<file path="config.mk">
export PLATFORM = sky130hd
export DESIGN_NAME = iowm_top
export DESIGN_NICKNAME = d
export VERILOG_FILES = /design/src/verilog/iowm_pkg.sv /design/src/verilog/iowm_window.sv /design/src/verilog/iowm_regs.sv /design/src/verilog/iowm_top.sv
export SDC_FILE = /design/constraint.sdc
export NUM_CORES = 1
export LEC_CHECK = 0
export ABC_AREA = 1
export ABC_CLOCK_PERIOD_IN_PS = 3700
export BUFFER_PORTS_ARGS = -buffer_cell sky130_fd_sc_hd__buf_2
export CORE_MARGIN = 10
export CORE_UTILIZATION = 31
export DETAILED_ROUTE_END_ITERATION = 8
export PLACE_DENSITY = 0.51
export REMOVE_ABC_BUFFERS = 1
export SYNTH_ARGS = -nofsm -noshare
export SYNTH_HDL_FRONTEND = slang
export SYNTH_SLANG_ARGS = --single-unit
</file>
<file path="constraint.sdc">
create_clock -name clock -period 3.7 [get_ports clock]
set_input_delay 0.185 -clock clock [delete_from_list [all_inputs] [get_ports clock]]
set_output_delay 0.185 -clock clock [all_outputs]
set_load 0.01 [all_outputs]
</file>
<file path="src/verilog/iowm_pkg.sv">
package iowm_pkg;
   // register indexes, per socket
   localparam logic [5:0] IOWM_W0_START_LOW = 6'h08;
   localparam logic [5:0] IOWM_W0_START_HIGH = 6'h09;
   localparam logic [5:0] IOWM_W0_END_LOW = 6'h0a;
   localparam logic [5:0] IOWM_W0_END_HIGH = 6'h0b;
   localparam logic [5:0] IOWM_W1_START_LOW = 6'h0c;
   localparam logic [5:0] IOWM_W1_START_HIGH = 6'h0d;
   localparam logic [5:0] IOWM_W1_END_LOW = 6'h0e;
   localparam logic [5:0] IOWM_W1_END_HIGH = 6'h0f;
   localparam logic [5:0] IOWM_W0_OFFSET_LOW = 6'h36;
   localparam logic [5:0] IOWM_W0_OFFSET_HIGH = 6'h37;
   localparam logic [5:0] IOWM_W1_OFFSET_LOW = 6'h38;
   localparam logic [5:0] IOWM_W1_OFFSET_HIGH = 6'h39;
   // field layout and reset values
   localparam int IOWM_OFFSET_ZERO_BIT = 0;
   localparam logic [7:0] IOWM_REG_RESET = 8'h00;
   localparam logic [7:0] IOWM_OFFSET_LOW_MASK = 8'hfe;
   localparam logic [7:0] IOWM_UNMAPPED_READ = 8'h00;
   // lookup state
   typedef enum logic [1:0] {
      IOWM_IDLE = 2'b01,
      IOWM_HIT = 2'b10
   } iowm_state_e;
endpackage

</file>
<file path="src/verilog/iowm_window.sv">
`timescale 1ns/1ps
// one window: range compare and offset add
module iowm_window
   import iowm_pkg::*;
#(
   parameter int ADDR_W = 16
) (
   // window setup
   input wire logic [ADDR_W-1:0] start_addr,
   input wire logic [ADDR_W-1:0] end_addr,
   input wire logic [ADDR_W-1:0] offset,
   // host address
   input wire logic [ADDR_W-1:0] host_addr,
   // result
   output logic hit,
   output logic [ADDR_W-1:0] card_addr
);
   // refuse widths the compare and add cannot serve
   if (ADDR_W < 2) begin : g_width_check
      $error("address width too small");
   end
   // inclusive on both ends
   assign hit = (host_addr >= start_addr) && (host_addr <= end_addr);
   // carry out of the top bit is dropped on purpose
   assign card_addr = ADDR_W'(host_addr + offset);
endmodule // iowm_window

</file>
<file path="src/verilog/iowm_regs.sv">
`timescale 1ns/1ps
// per-socket register file for both I/O windows
module iowm_regs
   import iowm_pkg::*;
(
   // clock and reset
   input wire logic clock,
   input wire logic resetn,
   // register port
   input wire logic [5:0] reg_addr,
   input wire logic [7:0] reg_wdata,
   input wire logic reg_write,
   input wire logic reg_read,
   output logic [7:0] reg_rdata,
   // window setup
   output logic [15:0] start0,
   output logic [15:0] end0,
   output logic [15:0] offset0,
   output logic [15:0] start1,
   output logic [15:0] end1,
   output logic [15:0] offset1
);
   logic [7:0] regs_r [0:11];
   logic [7:0] rdata_r;
   logic [3:0] sel;
   logic sel_ok;
   logic [7:0] wmasked;

   // index decode into slot
   always_comb begin
      sel = 4'h0;
      sel_ok = 1'b1;
      case (reg_addr)
         IOWM_W0_START_LOW: sel = 4'h0;
         IOWM_W0_START_HIGH: sel = 4'h1;
         IOWM_W0_END_LOW: sel = 4'h2;
         IOWM_W0_END_HIGH: sel = 4'h3;
         IOWM_W1_START_LOW: sel = 4'h4;
         IOWM_W1_START_HIGH: sel = 4'h5;
         IOWM_W1_END_LOW: sel = 4'h6;
         IOWM_W1_END_HIGH: sel = 4'h7;
         IOWM_W0_OFFSET_LOW: sel = 4'h8;
         IOWM_W0_OFFSET_HIGH: sel = 4'h9;
         IOWM_W1_OFFSET_LOW: sel = 4'ha;
         IOWM_W1_OFFSET_HIGH: sel = 4'hb;
         default: sel_ok = 1'b0;
      endcase
   end

   // bit 0 of offset low is forced to zero, so the offset stays even even if software errs
   assign wmasked = (sel == 4'h8 || sel == 4'ha) ? (reg_wdata & IOWM_OFFSET_LOW_MASK) : reg_wdata;

   // storage, cleared on reset
   always_ff @(posedge clock) begin
      if (!resetn) begin
         for (int i = 0; i < 12; i++) begin
            regs_r[i] <= IOWM_REG_RESET;
         end
      end else if (reg_write && sel_ok) begin
         regs_r[sel] <= wmasked;
      end
   end

   // read data one cycle after the strobe, zero otherwise
   always_ff @(posedge clock) begin
      if (!resetn) begin
         rdata_r <= IOWM_UNMAPPED_READ;
      end else if (reg_read && sel_ok) begin
         rdata_r <= regs_r[sel];
      end else begin
         rdata_r <= IOWM_UNMAPPED_READ;
      end
   end
   assign reg_rdata = rdata_r;

   // assembled window fields
   assign start0 = {regs_r[1], regs_r[0]};
   assign end0 = {regs_r[3], regs_r[2]};
   assign offset0 = {regs_r[9], regs_r[8]};
   assign start1 = {regs_r[5], regs_r[4]};
   assign end1 = {regs_r[7], regs_r[6]};
   assign offset1 = {regs_r[11], regs_r[10]};
endmodule // iowm_regs

</file>
<file path="src/verilog/iowm_top.sv">
// The strobed register port is this design's own decision.
`timescale 1ns/1ps
//
// Summary of operation
// map only when start <= address <= end
// end low holds end bits 7:0
// end high holds end bits 15:8
// end high at 0Bh and 0Fh
// card address is host plus offset
// offset low bits 7:1, bit 0 zero
// offset low at 36h and 38h
// offset high bits 15:8, 37h/39h
// start bytes at 08h/0Ch, 09h/0Dh
// 16-bit sum, carry dropped
// all registers read/write, reset to zero
module iowm_top
   import iowm_pkg::*;
(
   // clock and reset
   input wire logic clock,
   input wire logic resetn,
   // register port
   input wire logic [5:0] reg_addr,
   input wire logic [7:0] reg_wdata,
   input wire logic reg_write,
   input wire logic reg_read,
   output logic [7:0] reg_rdata,
   // host i/o access request
   input wire logic host_io_req,
   input wire logic [15:0] host_io_addr,
   // card side result
   output logic card_io_valid,
   output logic card_io_window,
   output logic [15:0] card_io_addr
);
   logic [15:0] start0;
   logic [15:0] end0;
   logic [15:0] offset0;
   logic [15:0] start1;
   logic [15:0] end1;
   logic [15:0] offset1;
   logic hit0;
   logic hit1;
   logic [15:0] card0;
   logic [15:0] card1;
   logic valid_r;
   logic valid_nxt;
   logic window_r;
   logic window_nxt;
   logic [15:0] addr_r;
   logic [15:0] addr_nxt;
   iowm_state_e state_r;
   iowm_state_e state_nxt;

   iowm_regs u_regs (
      .clock(clock),
      .resetn(resetn),
      .reg_addr(reg_addr),
      .reg_wdata(reg_wdata),
      .reg_write(reg_write),
      .reg_read(reg_read),
      .reg_rdata(reg_rdata),
      .start0(start0),
      .end0(end0),
      .offset0(offset0),
      .start1(start1),
      .end1(end1),
      .offset1(offset1)
   );

   iowm_window #(.ADDR_W(16)) u_win0 (
      .start_addr(start0),
      .end_addr(end0),
      .offset(offset0),
      .host_addr(host_io_addr),
      .hit(hit0),
      .card_addr(card0)
   );

   iowm_window #(.ADDR_W(16)) u_win1 (
      .start_addr(start1),
      .end_addr(end1),
      .offset(offset1),
      .host_addr(host_io_addr),
      .hit(hit1),
      .card_addr(card1)
   );

   // window 0 wins if software lets windows overlap
   always_comb begin
      valid_nxt = 1'b0;
      window_nxt = window_r;
      addr_nxt = addr_r;
      state_nxt = IOWM_IDLE;
      case (state_r)
         IOWM_IDLE, IOWM_HIT: begin
            if (host_io_req && hit0) begin
               valid_nxt = 1'b1;
               window_nxt = 1'b0;
               addr_nxt = card0;
               state_nxt = IOWM_HIT;
            end else if (host_io_req && hit1) begin
               valid_nxt = 1'b1;
               window_nxt = 1'b1;
               addr_nxt = card1;
               state_nxt = IOWM_HIT;
            end
         end
         default: state_nxt = IOWM_IDLE;
      endcase
   end

   // result registers, one cycle after the request
   always_ff @(posedge clock) begin
      if (!resetn) begin
         state_r <= IOWM_IDLE;
         valid_r <= 1'b0;
         window_r <= 1'b0;
         addr_r <= 16'h0000;
      end else begin
         state_r <= state_nxt;
         valid_r <= valid_nxt;
         window_r <= window_nxt;
         addr_r <= addr_nxt;
      end
   end

   assign card_io_valid = valid_r;
   assign card_io_window = window_r;
   assign card_io_addr = addr_r;
endmodule // iowm_top

</file>
[After elaboration in Yosys (flattened, before gate mapping)]
Memory sizes are Yosys's and may differ from the RTL's. A register that Yosys moved wholly into a read port is not among the register bits.
Cells that the tools add are included.
Word-level totals
  register bits: 20
  RAM bits: 96
  output and inout bits: 26
  memories kept: 1
Cells by class
  $add $sub $neg: 2
  $lt $le $gt $ge: 4
  eq/ne operators: 16
  mux-type cells: 18
  reduce and logical (&&, ||, !) cells: 15
Memories
  u_regs.regs_r: depth 12, bits a word 8, read ports 13, clocked after memory_dff 1, wr ports 12, line iowm_regs.sv:23  | logic [7:0] regs_r [0:11];
Operators by type and width (count)
  $eq 6x4->1 const B: 8
  $pmux 4 s11: 1
  $add 16x16->16: 2
  $ge 16x16->1: 2
  $le 16x16->1: 2
  $mux 16: 2
  $eq 6x6->1 const B: 4
  $reduce_or 12->1: 1
  $mux 1: 11
  $eq 4x4->1 const B: 2
  $mux 8: 1
  $reduce_or 8->1: 1
  $logic_and 1x1->1: 6
  $reduce_and 2->1: 3
  $mux 2: 2
  $mux 4: 1
  $eq 2x1->1 const B: 1
  $eq 2x2->1 const B: 1
  $reduce_bool 2->1: 1
  $reduce_or 2->1: 1
  $logic_not 1->1: 1
  $logic_or 1x1->1: 1

[Depth between registers and ports, before layout]
  word-level depth: 9
  mapped depth: 28

[Hierarchy]
Synthesis repeated with hierarchy kept, for this count alone.
Second synthesis, totals
  cell total of the unflattened synthesis: 1257
  area, all modules: 9186.3 um^2
Modules (own cells, without submodules)
  iowm_regs: times used 1, cells an instance 561, area an instance 4888.4 um^2, seq. area each 3042.9 um^2
  iowm_window at u_win0: times used 1, cells an instance 264, area an instance 1656.6 um^2, seq. area each 0.0 um^2
  iowm_window at u_win1: times used 1, cells an instance 262, area an instance 1649.1 um^2, seq. area each 0.0 um^2
  iowm_top: times used 1, cells an instance 170, area an instance 992.2 um^2, seq. area each 380.4 um^2

[Least setup slack after synthesis]
Ideal clock, no wire load.
  kind: register to register
  from: memory u_regs.regs_r[1][3]
  to: register addr_r[10] (netlist: card_io_addr[10])
  library setup time: 120 ps
  arrival time: 3148 ps
  data required time: 3580 ps
  setup slack: 432 ps
  stages on the path, launching flop included: 21
  clock period less this slack: 3268 ps
  path through: edfxtp_1 -> inv_1 -> ha_1 -> a21oi_1 -> o21ai_0 -> a21oi_1 -> nand2_2 -> nand3_4 -> inv_1 -> clkbuf_1 -> nand2_1 -> nand2_1 -> ha_1 -> fa_1 -> nand3_1 -> nand2_1 -> a31oi_1 -> o21ai_0 -> a31oi_1 -> xor2_1 -> a21oi_1
RTL lines
  from (decl): line iowm_regs.sv:23
  to (signal assigned): line iowm_top.sv:124  | addr_r <= addr_nxt;
  to (decl): line iowm_top.sv:50  | logic [15:0] addr_r;

==> Flow_metrics.wiki <==
{| class="wikitable"
! Metric !! Value
|-
| Status || complete, no violations
|-
| Count of flip-flops with a built-in enable after synthesis || 96
|-
| Cell count after synthesis || 944
|-
| Worst setup startpoint || u_regs.regs_r[3][3]$_SDFFCE_PN0P_
|-
| Finish-stage setup viols || 0
|-
| Average wire per standard cell || 18.6 um
|-
| Clock insertion delay at the later pin of the skew report || 0.42 ns
|-
| Synthesized area per cell || 8.28 um2
|-
| Crit-path max cell delay || 0.41 ns
|-
| Overall die area || 32000 um2
|-
| Worst slew pin tran || 0.823 ns
|-
| Top cell family by delay on the critical path || adder cells
|-
| DRC violation count after routing || 0
|-
| Top flip-flop cell by instance count after synthesis || edfxtp_1
|-
| Antenna diodes || 0
|-
| Top-level I/O count || 61
|-
| Library cell appearing most often on the critical path || nand2_1
|-
| Cell Count, Final, Fillers Out || 1357
|-
| Number of placement rows || 58
|-
| Met3 wire length || 1390 um
|-
| Number of unique standard cell types used by synthesis || 41
|-
| PortBufs || 60
|-
| Largest net degree at the start of global routing || 30
|-
| Total placed cells including tap cells || 1323
|-
| Max Freq || 292 MHz
|-
| Type of origin of the critical path || register
|-
| Max Used Layer || met4
|-
| Final hold slack || 0.194 ns
|-
| Arrival time at the worst endpoint || 3.74 ns
|-
| Number of antenna violations at the first check in global routing || 0
|-
| Average vias per placed instance || 4.80
|-
| Last weighted congestion value of the routability-driven placer || 0.939
|-
| Total chip power || 4.05 mW
|-
| Type of the setup path with the least slack || register to register
|-
| Leakage dissipation || 4.30 nW
|-
| Hold buffers post-CTS || 0
|-
| Count of nets left with antenna violations after detail routing || 0
|-
| Instance area at placement || 8490 um2
|-
| Number of buffers on the longest clock path || 2
|-
| List of cells traversed by the critical path || inv_1 > ha_1 > a21oi_2 > nand2_1 > a21oi_1 > nand2_1 > nand2_2 > nand3_4 > buf_4 > nand2_1 > nand2_1 > ha_1 > fa_1 > nand3_1 > nand2_2 > a31oi_4 > buf_4 > o21ai_0 > xor2_1 > o21ai_1 > inv_1
|-
| Worst hold path type || primary input to register
|-
| Most area-consuming cells after synthesis || edfxtp_1, ha_1, nand2_1
|-
| Tightest slew margin relative to the limit || 45.1%
|-
| Clock period minus final worst setup slack || 3.43 ns
|-
| Max_cap viols || 0
|-
| Final layout net count || 1130
|-
| TritonCTS clock tree || built
|-
| Effective utilization at floorplan || 31.3%
|-
| Synth area leader || edfxtp_1
|-
| Mapped cell area || 7810 um2
|-
| Post-synthesis sequential element count || 124
|-
| Number of global-route vias before repair || 6392
|-
| Total buffers and inverters traversed by the critical path || 4
|-
| Power per cell area || 441 nW/um2
|-
| Clock Sink Count || 124
|-
| Global route total overflow || 0
|-
| Number of DRC violations after detailed-routing iteration 0 || 596
|-
| Post-route fraction of the period consumed by the critical path || 92.7%
|-
| Slowest stage cell, crit path || fa_1
|-
| Share of post-route cells with drive strength above 1 || 14.7%
|-
| Finished layout cell area || 9190 um2
|-
| Area added between synthesis and finish || 17.6%
|-
| Worst path required time || 4.01 ns
|-
| Source of the worst hold timing path || reg_read
|-
| RSZ-0062 raised after global routing || yes
|-
| Routed vias || 6519
|-
| Total wire length || 25300 um
|-
| Start of the worst register-to-register path || u_regs.regs_r[3][3]$_SDFFCE_PN0P_
|-
| TritonCTS Buffers || 17
|-
| Area share of the largest cell type after synthesis || 36.9%
|-
| Count of TritonRoute iterations in the first routing pass || 5
|-
| Chip Height || 179 um
|-
| Max Slew Vio Count || 0
|-
| Skew final || 0.00747 ns
|-
| Global-route wire length before repair || 38600 um
|-
| Yosys warning count || 0
|-
| Overall Global Routing Usage || 16.1%
|-
| Ys async rst share || 0%
|-
| Worst setup EP type || register
|-
| Peak VDD IR || 0.000323 V
|-
| Metal-1 WL || 11800 um
|-
| Die span in x || 179 um
|-
| Core ar. || 25000 um2
|-
| Clock slew seen by the registers of the worst setup and hold paths || 0.06 ns
|-
| CTS Root Cell || clkbuf_16
|-
| Final HPWL DP || 19100 um
|-
| Critical-path maximum fanout || 17
|-
| Deepest level of the CTS H-tree || 4
|-
| Number of hold violations in the final report || 0
|-
| Sequential fraction of the synthesis area || 44.1%
|-
| Met2 wire len || 11600 um
|}
[cell type report]
class	count	area [um2]
Tap cell	330	413
Multi-Input combinational cell	676	3890
Fill cell	2605	15800
Clock inverter	15	149
Sequential cell	124	3440
Inverter	121	460
Timing Repair Buffer	74	405
Clock buffer	17	425
[timing repair]
item,4_1_cts,5_1_grt
endpoints found under the setup margin,0,7
endpoints found under the hold margin,0,0
gates resized for setup,0,29
setup buffers,0,2
[final timing paths]
path                                                       end  slack, ns  cells after the start
worst max-delay path             card_io_addr[14]$_SDFFE_PN0P_       0.27                     21
worst min-delay path            u_regs.reg_rdata[5]$_SDFF_PN0_       0.19                      5
worst max register to register   card_io_addr[14]$_SDFFE_PN0P_       0.27                     21
worst min register to register    card_io_addr[1]$_SDFFE_PN0P_       0.46                      2
[routing by layer]
layer / track usage, % / up-vias
met2: 26.0 / 184
met3: 2.61 / 27
met5: 0 / -
met4: 5.20 / 0
li1: - / 3258
met1: 21.7 / 3050
[worst min-delay path: stages]
cell and delay (ns):
buf_2 0.10, nand2_1 0.07, nor2_1 0.10, nand2_1 0.08, inv_1 0.03
[per-stage QoR]
step | util (%) | setup TNS [ns] | setup WS, ns
after floorplan | - | 0 | 0.424
after global placement | 34.0 | 0 | 0.215
after detailed placement | 34.0 | 0 | 0.178
after CTS | 36.3 | 0 | 0.179
after global routing | 36.8 | -0.0438 | -0.0414
final | 36.8 | 0 | 0.271
[registers in the layout, indices dropped and copies added (netlist names)]
| name | cells |
|---|---|
| state_r | 2 |
| card_io_window | 1 |
| u_regs.reg_rdata | 8 |
| card_io_valid | 1 |
| u_regs.regs_r | 96 |
| card_io_addr | 16 |
[cell usage after synthesis (2+ instances only)]
cell / n
a21o_1: 2
a21oi_1: 55
a31oi_1: 6
buf_2: 3
buf_4: 3
buf_6: 4
clkbuf_1: 14
dfxtp_1: 28
edfxtp_1: 96
ha_1: 80
inv_1: 116
inv_2: 4
nand2_1: 256
nand2_2: 3
nand2_4: 4
nand3_1: 28
nand3_2: 2
nand4_1: 14
nor2_1: 117
nor2_8: 3
nor3_1: 5
o21a_1: 2
o21ai_0: 47
o21ai_1: 22
o21ai_4: 2
xnor2_1: 7
xor2_1: 7
[kinds of logic after synthesis]
group / synth area share, %
and+or+nand+nor: 24.0
buffers and inverters: 7.57
AOI/OAI and AO/OA: 9.64
DFF: 44.1
adders and majority gates: 13.1
xor gates and xnor gates: 1.57
other: 0.0480
[cell usage in the layout (no fill, tap or decap), drive strengths merged]
cell type	count
or2	1
fa	1
nor3	6
o21a	2
ha	80
a211oi	1
nand4	14
clkinvlp	3
nor2	121
inv	122
nand2	264
xnor2	7
o211a	1
nand3b	1
dfxtp	28
a21oi	55
bufinv	2
edfxtp	96
clkinv	9
clkbuf	17
o21bai	1
xor2	7
o211ai	1
nor4	1
nand3	31
a21o	2
buf	74
a31oi	6
o21ai	71
conb	2
[where the power goes]
part	internal, mW	total (mW)	switching, mW
Sequential	1.59	1.64	0.0471
Clock	0.989	1.66	0.668
Combinational	0.264	0.763	0.498
(Power assumes the default switching activity.)
